**src/rtl/core_ctl_defs.svh**
```systemverilog
// constants for the core reset, halt and interrupt control block
// assumes inclusion by bare name from the module and the bench
`ifndef CORE_CTL_DEFS_SVH
`define CORE_CTL_DEFS_SVH

// register byte offsets on the AXI4-Lite slave
`define OFS_IRQ_MASK      12'h000
`define OFS_STATUS_CTL    12'h004
`define OFS_PENDING       12'h008
`define OFS_CORE_STATE    12'h00C
`define OFS_VEC_INSN      12'h010
`define OFS_VEC_RESULT    12'h014
`define OFS_CAUSE         12'h018

// field positions in the status control register
`define BIT_GIE           0
`define BIT_SAVED_GIE     1

// reset values
`define RST_MASK          32'h0000_0000
`define RST_STATUS        2'h0

// custom instruction encoding
`define VEC_OPCODE        6'h32
`define VEC_FUNC          3'h1
`define VEC_NEG           32'hFFFF_FFFF

// timing: fetch and acknowledge repeat period while held in reset
`define RESET_POLL_NS     160
`define CLK_PERIOD_NS     10

// AXI responses
`define RESP_OKAY         2'h0
`define RESP_SLVERR       2'h2

`endif

```
**src/rtl/core_ctl_pkg.sv**
```systemverilog
// types shared by the core reset, halt and interrupt control block
// assumes core_ctl_defs.svh sits on the include path
package core_ctl_pkg;
	// run state of the core; gray coded along run, drain, held, halted
	typedef enum logic [1:0] {
		ST_RUN    = 2'h0,
		ST_DRAIN  = 2'h1,
		ST_HELD   = 2'h3,
		ST_HALTED = 2'h2
	} core_state_t;
endpackage : core_ctl_pkg

```
**src/rtl/core_reset_halt_irq_control.sv**
```systemverilog
// reset, halt, exception and interrupt control at the edge of a core
// assumes pipeline handshakes on aclk and an AXI4-Lite master
//
// How it works
// - global reset forces reset state immediately
// - local reset drains pipeline, then resets
// - acknowledge pulses once, then periodically while held
// - core stays reset while request stays high
// - held core periodically reads reset address, discards
// - local reset ignored while debug paused
// - local reset honoured when debug releases control
// - halt request pauses, jumps to break, acknowledges
// - halt request while paused changes nothing
// - every exception goes to one address, except one met by a halt request in the same cycle, which goes to break
// - exception address is a fixed parameter
// - exceptions redirect on the next cycle, without waiting on pipe_empty for older instructions
// - thirty-two level interrupt request inputs
// - no hardware priority, nesting left to software
// - per-source interrupt mask register
// - global interrupt enable bit in status
// - interrupt taken only when enable, request, mask
// - vector lookup: negative or eight times index
// - vector lookup is a priority encoder
// - vector lookup decoded as R-type custom instruction
//
// The placing of the registers and the AXI4-Lite interface to the registers were chosen for this implementation.
`timescale 1ns/1ps
`include "core_ctl_defs.svh"

module core_reset_halt_irq_control #(
	parameter int          NUM_IRQ    = 32,
	parameter logic [31:0] RESET_ADDR = 32'h0000_0000,
	parameter logic [31:0] EXC_ADDR   = 32'h0000_0020,
	parameter logic [31:0] BREAK_ADDR = 32'h0000_0040
) (
	input  wire logic        aclk,
	input  wire logic        aresetn,
	// requests from system reset and debug logic (async pins)
	input  wire logic        local_reset_req,
	input  wire logic        halt_req,
	input  wire logic        debug_release,
	input  wire logic [31:0] irq_in,
	// pipeline handshakes (same clock)
	input  wire logic        pipe_empty,
	input  wire logic        sw_exception,
	// outputs to the core and system
	output logic             core_reset,
	output logic             local_reset_ack,
	output logic             halt_ack,
	output logic             fetch_req,
	output logic [31:0]      fetch_addr,
	output logic             pipe_stall,
	output logic             redirect,
	output logic [31:0]      redirect_addr,
	output logic             irq_taken,
	// AXI4-Lite slave
	input  wire logic [11:0] s_awaddr,
	input  wire logic        s_awvalid,
	output logic             s_awready,
	input  wire logic [31:0] s_wdata,
	input  wire logic [3:0]  s_wstrb,
	input  wire logic        s_wvalid,
	output logic             s_wready,
	output logic [1:0]       s_bresp,
	output logic             s_bvalid,
	input  wire logic        s_bready,
	input  wire logic [11:0] s_araddr,
	input  wire logic        s_arvalid,
	output logic             s_arready,
	output logic [31:0]      s_rdata,
	output logic [1:0]       s_rresp,
	output logic             s_rvalid,
	input  wire logic        s_rready
);
	localparam int POLL_CYC = `RESET_POLL_NS / `CLK_PERIOD_NS;

	if (NUM_IRQ < 1 || NUM_IRQ > 32 ||
		POLL_CYC < 1 || POLL_CYC > 256) begin : g_bad_cfg
		$error("NUM_IRQ or poll period out of range");
	end

	// priority encoder over pending bits, lowest index wins
	function automatic logic [31:0] vec_of(input logic [31:0] p);
		logic [31:0] r;
		r = `VEC_NEG;
		for (int i = 31; i >= 0; i--) begin
			if (p[i])
				r = 32'(i) << 3;
		end
		return r;
	endfunction : vec_of

	// merge written bytes into a register word
	function automatic logic [31:0] merge(input logic [31:0] old,
		input logic [31:0] d, input logic [3:0] s);
		logic [31:0] r;
		r = old;
		for (int b = 0; b < 4; b++) begin
			if (s[b])
				r[b*8 +: 8] = d[b*8 +: 8];
		end
		return r;
	endfunction : merge

	// two-flop synchronisers for pin inputs
	logic        lrr_s1_q, lrr_q, hr_s1_q, hr_q, dr_s1_q, dr_q;
	logic [31:0] irq_s1_q, irq_q;
	always_ff @(posedge aclk) begin
		lrr_s1_q <= local_reset_req;
		lrr_q    <= lrr_s1_q;
		hr_s1_q  <= halt_req;
		hr_q     <= hr_s1_q;
		dr_s1_q  <= debug_release;
		dr_q     <= dr_s1_q;
		irq_s1_q <= irq_in;
		irq_q    <= irq_s1_q;
	end

	core_ctl_pkg::core_state_t state_q;
	logic [31:0] mask_q;
	logic [1:0]  status_q;
	logic [31:0] pending_q;
	logic [31:0] vec_insn_q;
	logic [31:0] vec_res_q;
	logic        cause_hw_q;
	logic [7:0]  poll_q;
	logic        polling;
	logic        irq_fire;
	logic        exc_fire;
	logic        halting;
	logic [NUM_IRQ-1:0] conn;

	assign conn     = irq_q[NUM_IRQ-1:0];
	assign polling  = state_q == core_ctl_pkg::ST_HELD;
	assign halting  = state_q == core_ctl_pkg::ST_HALTED;
	// global enable gate over any pending source; no priority among sources here
	assign irq_fire = status_q[`BIT_GIE] && |pending_q;
	assign exc_fire = (irq_fire || sw_exception) && !halting &&
		state_q == core_ctl_pkg::ST_RUN;

	// pending register tracks request and mask every cycle
	always_ff @(posedge aclk) begin
		if (!aresetn)
			pending_q <= 32'h0000_0000;
		else
			pending_q <= 32'(conn) & mask_q;
	end

	// core state: global reset is immediate, local reset drains first
	always_ff @(posedge aclk) begin
		if (!aresetn) begin
			state_q <= core_ctl_pkg::ST_HELD;
		end else begin
			case (state_q)
			core_ctl_pkg::ST_RUN: begin
				if (hr_q)
					state_q <= core_ctl_pkg::ST_HALTED;
				else if (lrr_q)
					state_q <= core_ctl_pkg::ST_DRAIN;
			end
			core_ctl_pkg::ST_DRAIN: begin
				if (pipe_empty)
					state_q <= core_ctl_pkg::ST_HELD;
			end
			core_ctl_pkg::ST_HELD: begin
				if (!lrr_q)
					state_q <= core_ctl_pkg::ST_RUN;
			end
			core_ctl_pkg::ST_HALTED: begin
				// halt request here is ignored; local reset only on release
				if (dr_q)
					state_q <= lrr_q ? core_ctl_pkg::ST_DRAIN
						: core_ctl_pkg::ST_RUN;
			end
			default: state_q <= core_ctl_pkg::ST_HELD;
			endcase
		end
	end

	// poll period counter while held in reset
	always_ff @(posedge aclk) begin
		if (!aresetn || !polling || poll_q == 8'(POLL_CYC - 1))
			poll_q <= 8'h00;
		else
			poll_q <= poll_q + 8'h01;
	end

	// acknowledge on entry and each poll period; dummy fetch likewise
	always_ff @(posedge aclk) begin
		if (!aresetn) begin
			local_reset_ack <= 1'b0;
			fetch_req       <= 1'b0;
			fetch_addr      <= 32'h0000_0000;
		end else begin
			local_reset_ack <= polling && lrr_q &&
				poll_q == 8'h00;
			fetch_req       <= polling && poll_q == 8'h00;
			fetch_addr      <= RESET_ADDR;
		end
	end

	// core-facing levels and redirect pulse
	always_ff @(posedge aclk) begin
		if (!aresetn) begin
			core_reset    <= 1'b1;
			halt_ack      <= 1'b0;
			pipe_stall    <= 1'b1;
			redirect      <= 1'b0;
			redirect_addr <= 32'h0000_0000;
			irq_taken     <= 1'b0;
		end else begin
			core_reset <= state_q == core_ctl_pkg::ST_HELD;
			halt_ack   <= state_q == core_ctl_pkg::ST_HALTED;
			// stall stops new issue so older work retires first
			pipe_stall <= state_q != core_ctl_pkg::ST_RUN ||
				exc_fire;
			redirect   <= exc_fire ||
				(state_q == core_ctl_pkg::ST_RUN && hr_q);
			if (state_q == core_ctl_pkg::ST_RUN && hr_q)
				redirect_addr <= BREAK_ADDR;
			else if (exc_fire)
				redirect_addr <= EXC_ADDR;
			irq_taken  <= irq_fire && exc_fire;
		end
	end

	// cause and saved enable captured at exception entry
	always_ff @(posedge aclk) begin
		if (!aresetn)
			cause_hw_q <= 1'b0;
		else if (exc_fire)
			cause_hw_q <= irq_fire;
	end

	function automatic logic insn_ok_q(input logic [31:0] w);
		return w[5:0] == `VEC_OPCODE && w[16:14] == `VEC_FUNC &&
			w[31:22] == 10'h000;
	endfunction : insn_ok_q

	// vector lookup runs on a write of a valid word; taken data, not bus
	logic        insn_ok;
	logic [31:0] insn_w;
	assign insn_w  = merge(vec_insn_q, wd_q, ws_q);
	assign insn_ok = insn_ok_q(insn_w);

	// AXI write path: take address and data in either order
	logic        aw_have_q, w_have_q;
	logic [11:0] aw_q;
	logic [31:0] wd_q;
	logic [3:0]  ws_q;
	logic        do_write;
	assign do_write = aw_have_q && w_have_q && !s_bvalid;

	always_ff @(posedge aclk) begin
		if (!aresetn) begin
			aw_have_q <= 1'b0;
			w_have_q  <= 1'b0;
			aw_q      <= 12'h000;
			wd_q      <= 32'h0000_0000;
			ws_q      <= 4'h0;
		end else begin
			if (s_awvalid && s_awready) begin
				aw_have_q <= 1'b1;
				aw_q      <= s_awaddr;
			end else if (do_write) begin
				aw_have_q <= 1'b0;
			end
			if (s_wvalid && s_wready) begin
				w_have_q <= 1'b1;
				wd_q     <= s_wdata;
				ws_q     <= s_wstrb;
			end else if (do_write) begin
				w_have_q <= 1'b0;
			end
		end
	end

	always_ff @(posedge aclk) begin
		if (!aresetn) begin
			s_awready <= 1'b1;
			s_wready  <= 1'b1;
			s_bvalid  <= 1'b0;
			s_bresp   <= `RESP_OKAY;
		end else begin
			if (s_awvalid && s_awready)
				s_awready <= 1'b0;
			else if (s_bvalid && s_bready)
				s_awready <= 1'b1;
			if (s_wvalid && s_wready)
				s_wready <= 1'b0;
			else if (s_bvalid && s_bready)
				s_wready <= 1'b1;
			if (do_write) begin
				s_bvalid <= 1'b1;
				if (aw_q == `OFS_IRQ_MASK || aw_q == `OFS_STATUS_CTL ||
					aw_q == `OFS_VEC_INSN)
					s_bresp <= `RESP_OKAY;
				else
					s_bresp <= `RESP_SLVERR;
			end else if (s_bvalid && s_bready) begin
				s_bvalid <= 1'b0;
			end
		end
	end

	// writable registers; saved enable snaps on exception entry
	logic [31:0] sts_w;
	assign sts_w = merge({30'h0, status_q}, wd_q, ws_q);
	always_ff @(posedge aclk) begin
		if (!aresetn) begin
			mask_q     <= `RST_MASK;
			status_q   <= `RST_STATUS;
			vec_insn_q <= 32'h0000_0000;
			vec_res_q  <= `VEC_NEG;
		end else begin
			if (do_write && aw_q == `OFS_IRQ_MASK)
				mask_q <= merge(mask_q, wd_q, ws_q);
			if (exc_fire) begin
				// entry clears the live enable so nesting is a software act
				status_q[`BIT_SAVED_GIE] <= status_q[`BIT_GIE];
				status_q[`BIT_GIE]       <= 1'b0;
			end else if (do_write && aw_q == `OFS_STATUS_CTL) begin
				status_q <= sts_w[1:0];
			end
			if (do_write && aw_q == `OFS_VEC_INSN) begin
				vec_insn_q <= insn_w;
				if (insn_ok)
					vec_res_q <= (pending_q == 32'h0000_0000 ||
						!status_q[`BIT_SAVED_GIE]) ? `VEC_NEG
						: vec_of(pending_q);
			end
		end
	end

	// AXI read path, one read at a time
	always_ff @(posedge aclk) begin
		if (!aresetn) begin
			s_arready <= 1'b1;
			s_rvalid  <= 1'b0;
			s_rdata   <= 32'h0000_0000;
			s_rresp   <= `RESP_OKAY;
		end else if (s_arvalid && s_arready) begin
			s_arready <= 1'b0;
			s_rvalid  <= 1'b1;
			s_rresp   <= `RESP_OKAY;
			if (s_araddr == `OFS_IRQ_MASK)
				s_rdata <= mask_q;
			else if (s_araddr == `OFS_STATUS_CTL)
				s_rdata <= {30'h0, status_q};
			else if (s_araddr == `OFS_PENDING)
				s_rdata <= pending_q;
			else if (s_araddr == `OFS_CORE_STATE)
				s_rdata <= {30'h0, state_q};
			else if (s_araddr == `OFS_VEC_INSN)
				s_rdata <= vec_insn_q;
			else if (s_araddr == `OFS_VEC_RESULT)
				s_rdata <= vec_res_q;
			else if (s_araddr == `OFS_CAUSE)
				s_rdata <= {31'h0, cause_hw_q};
			else begin
				s_rdata <= 32'h0000_0000;
				s_rresp <= `RESP_SLVERR;
			end
		end else if (s_rvalid && s_rready) begin
			s_rvalid  <= 1'b0;
			s_arready <= 1'b1;
		end
	end

	// assertions
	AST_HELD_RESET: assert property (@(posedge aclk) disable iff (!aresetn)
		state_q == core_ctl_pkg::ST_HELD |=> core_reset)
		else $error("core_reset low while held");
	AST_ACK_ONE: assert property (@(posedge aclk) disable iff (!aresetn)
		local_reset_ack |=> !local_reset_ack)
		else $error("ack longer than one cycle");
	AST_ACK_HELD: assert property (@(posedge aclk) disable iff (!aresetn)
		local_reset_ack |-> $past(polling))
		else $error("ack outside reset state");
	AST_HALT_IGN: assert property (@(posedge aclk) disable iff (!aresetn)
		halting && !dr_q |=> halting)
		else $error("halted core left without release");
	AST_HALT_ACK: assert property (@(posedge aclk) disable iff (!aresetn)
		state_q == core_ctl_pkg::ST_RUN && hr_q |=> ##1 halt_ack)
		else $error("halt not acknowledged");
	AST_EXC_ADDR: assert property (@(posedge aclk) disable iff (!aresetn)
		exc_fire && !hr_q |=> redirect && redirect_addr == EXC_ADDR)
		else $error("exception not sent to common address");
	AST_IRQ_COND: assert property (@(posedge aclk) disable iff (!aresetn)
		irq_taken |-> $past(status_q[`BIT_GIE]) && $past(|pending_q))
		else $error("interrupt taken without all conditions");
	AST_PEND: assert property (@(posedge aclk) disable iff (!aresetn)
		##1 pending_q == ($past(32'(conn)) & $past(mask_q)))
		else $error("pending does not follow request and mask");
	AST_DRAIN: assert property (@(posedge aclk) disable iff (!aresetn)
		state_q == core_ctl_pkg::ST_DRAIN && !pipe_empty |=>
		state_q == core_ctl_pkg::ST_DRAIN)
		else $error("reset entered before pipeline drained");
endmodule : core_reset_halt_irq_control

```
**config.mk**
```make
export PLATFORM = sky130hd
export DESIGN_NAME = core_reset_halt_irq_control
export DESIGN_NICKNAME = d
export VERILOG_FILES = /design/src/rtl/core_ctl_pkg.sv /design/src/rtl/core_reset_halt_irq_control.sv
export VERILOG_INCLUDE_DIRS = /design/src /design/src/rtl
export SDC_FILE = /design/constraint.sdc
export NUM_CORES = 1
export LEC_CHECK = 0
export BUFFER_PORTS_ARGS = -buffer_cell sky130_fd_sc_hd__buf_2
export CAP_MARGIN = 20
export CORE_MARGIN = 5
export CORE_UTILIZATION = 53
export DETAILED_ROUTE_END_ITERATION = 8
export PLACE_DENSITY = 0.78
export SYNTH_ARGS = -nofsm -noshare
export SYNTH_HDL_FRONTEND = slang
export SYNTH_SLANG_ARGS = --single-unit
```
**constraint.sdc**
```tcl
create_clock -name aclk -period 2.7 [get_ports aclk]
set_input_delay 0.27 -clock aclk [delete_from_list [all_inputs] [get_ports aclk]]
set_output_delay 0.27 -clock aclk [all_outputs]
set_load 0.005 [all_outputs]
```
==> flow_metrics.tcl <==
set metrics [dict create \
    sw_frac_of_total_pct 22.3 \
    ys_async_sr_fraction_pct 0 \
    p_sw_w 0.00203 \
    start_util_pct 53.8 \
    fin_area_sq_um 13000 \
    ys_seq_elements 283 \
    crit_required_ns 3.13 \
    grt_overflow 0 \
    io_buffers 151 \
    crit_path_max_incr_delay_ns 0.57 \
    die_y_um 151 \
    die-area_sq_um 22700 \
    dr.pass1.iters 5 \
    cp.arrival_ns 2.63 \
    pin_count 216 \
    clock_latency_ns 0.54 \
    coreArea_sq_um 19500 \
    syn_avg_cell_area_sq_um 9.02 \
    start_kind "flip-flop" \
    fmax_mhz 454 \
    synth_top_family_by_area "simple AND/OR/NAND/NOR gates" \
    grt_pass1_vias 8599 \
    synth_edf_count 0 \
    clk_pin_slew_worst_paths_ns 0.06 \
    drt_iter0_markers 760 \
    muxShareOfSynthArea_pct 0.957 \
    p_int_w 0.00705 \
    finalCritPeriodShare_pct 81.5 \
    p_comb_share_pct 6.6 \
    fin_ws_ns 0.500 \
    grt_max_degree 85 \
    grt_pass1_wl_um 43500 \
    routedWlPerCell_um 16.7 \
    final_hold_viol_count 0 \
    finalMaxSlewViolations 0 \
    crit_fanout 12 \
    synth.distinct_cells 64 \
    antenna_found_initial 0 \
    ant_nets 0 \
    yosysSeqAreaShare_pct 54.1 \
    place_ws_ns 0.411 \
    hpwl_um 17800 \
    area_growth_pct 24.5 \
    vias 9017 \
    irDropWorstVdd_mv 0.580 \
    die_w_um 151 \
    tightest_slew_ns 0.726 \
    clock-sinks 283 \
    final_core_util_pct 66.9 \
    htree_levels 1 \
    power.density_nw_per_um2 697 \
    worstPathCellList "or4_1 -> nor4_2 -> buf_4 -> nand4b_1 -> mux2_2 -> o211a_1" \
    end_kind "flip-flop" \
    drv_cap 0 \
    drc 0 \
    power_frac_seq_pct 48.9 \
    rsz0062_at_grt "false" \
    place_area_sq_um 11200 \
    yosysWarnings 0 \
    cts_made_buffers 28 \
    leakage_nw 5.35 \
    synth_area_sq_um 10500 \
    yosys.area_share.adder_pct 0.239 \
    critPathBufInv 1 \
    final_cell_mix "283 x dfxtp_1, 274 x nand2_1, 151 x buf_2" \
    finClkSkew_ns 0.0114 \
    min_period_ns 2.20 \
    critical_path_class "reg -> reg" \
    layout_commonest_cell "dfxtp_1" \
    cts_tree "built" \
    fillCellCount 1505 \
    slowest_stage "or4_1" \
    gp_congestion 0.889 \
    final_nets 1486 \
    cp_top_family "simple AND/OR/NAND/NOR gates" \
    outcome "complete, no violations" \
    num_rows 51 \
    cts_setup_buffers 0 \
    root_buffer "clkbuf_16" \
    slew-limit-headroom_pct 51.5 \
    clock_path_buffers 3 \
    syn_inst 1160 \
    pwr-share-clk_pct 44.5 \
    synth_ff_type "dfxtp_1" \
    setup_violations 0 \
    synthTopCellsByArea "dfxtp_1 54%, nand2_1 9.8%, a21oi_1 6.6%" \
    viasPerCell 5.41 \
    synthXorXnorAreaFrac_pct 0.502 \
    synth-compound-area-share_pct 16.5 \
    drive_gt1_share_pct 18.4 \
    synth_top_area_share_pct 54.1 \
    track_usage_pct 23.7 \
    yosysTopAreaCell "dfxtp_1" \
    fin_tns_setup_ns 0 \
    min_path_type "in -> reg" \
    synthSimpleGateAreaFrac_pct 20.1 \
    wirelength_um 27800 \
]
-- power by group through the flow --
stage	clock network, W	registers (W)	logic (W)
2_1_floorplan	0	0.00449	0.000357
3_3_place_gp	0	0.00452	0.000479
3_5_place_dp	0	0.00453	0.000491
4_1_cts	0.00410	0.00443	0.000585
5_1_grt	0.00428	0.00445	0.000656
6_report	0.00404	0.00444	0.000599
-- per-layer routing --
| metal | track usage, % | routed length [um] | share of wire (%) |
|---|---|---|---|
| met5 | 0 | 0 | 0 |
| met4 | 8.33 | 740 | 2.7 |
| met3 | 3.85 | 2180 | 7.8 |
| met2 | 40.4 | 13400 | 48 |
| met1 | 30.5 | 11500 | 41 |
-- registers in the layout, summed over array words and instances (netlist names), 2 cells and up --
signal and flops:
ws_q 4, status_q 2, vec_insn_q 32, poll_q 8
pending_q 32, redirect_addr 2, vec_res_q 6, aw_q 12
mask_q 32, s_rdata 32, conn 32, wd_q 32
state_q 2, irq_s1_q 32
-- path summary, 6_finish.rpt --
path | slack [ns] | to | depth (start not counted) | startpoint
setup / recovery | 0.50 | status_q[1] | 6 | aw_q[1]
hold / removal | 0.02 | state_q[1] | 3 | pipe_empty
setup reg to reg | 0.50 | status_q[1] | 6 | aw_q[1]
hold reg to reg | 0.32 | lrr_q | 0 | lrr_s1_q
-- cells in the mapped netlist (12+ instances only) --
master and n:
nor4_1 14, a21oi_1 138, a31oi_2 12, o21ai_0 43, and3_1 41, a31oi_1 17, a22oi_1 35, dfxtp_1 283
nor2_1 33, clkbuf_1 43, buf_4 65, nand2_1 274
-- timing repair --
item                      CTS  global route
resized for setup           0             0
hold endpoints to repair   80             1
hold buffers               80             1
-- tightest hold or removal path: stages --
cell and delay (ns):
buf_2 0.08, o211ai_1 0.07, o211ai_1 0.09
-- cell type report --
cell class              instances  area (sq um)  share of cell area, %
flip-flops and latches        283          5670                   43.5
multi-input cells             807          4260                   32.7
repair buffers                249          1730                   13.3
clock buffers                  41           881                   6.76
well taps                     265           332                   2.55
clock inverters                11           116                  0.893
inverters                      11          42.5                  0.327
diodes                          1          2.50                 0.0192
-- logic make-up (layout without fill, tap and decap cells) --
group / Yosys count / in the layout
other: 1 / 65
buffers and inverters: 133 / 312
adders and majority gates: 2 / 2
DFF: 283 / 283
AOI/OAI and AO/OA: 281 / 281
muxes: 9 / 9
xor gates and xnor gates: 6 / 6
and+or+nand+nor: 445 / 445
-- metrics by stage --
stage / power, W / instances / hold WS [ns]
after floorplan: 0.00484 / 1223 / 0.298
after global placement: 0.00500 / 1534 / 0.311
after detailed placement: 0.00502 / 1534 / 0.312
after CTS: 0.00911 / 1666 / 0.00136
after global routing: 0.00939 / 1667 / 0.0200
final: 0.00908 / 1668 / 0.0189
Note: power is estimated with default switching activity, not from simulation.
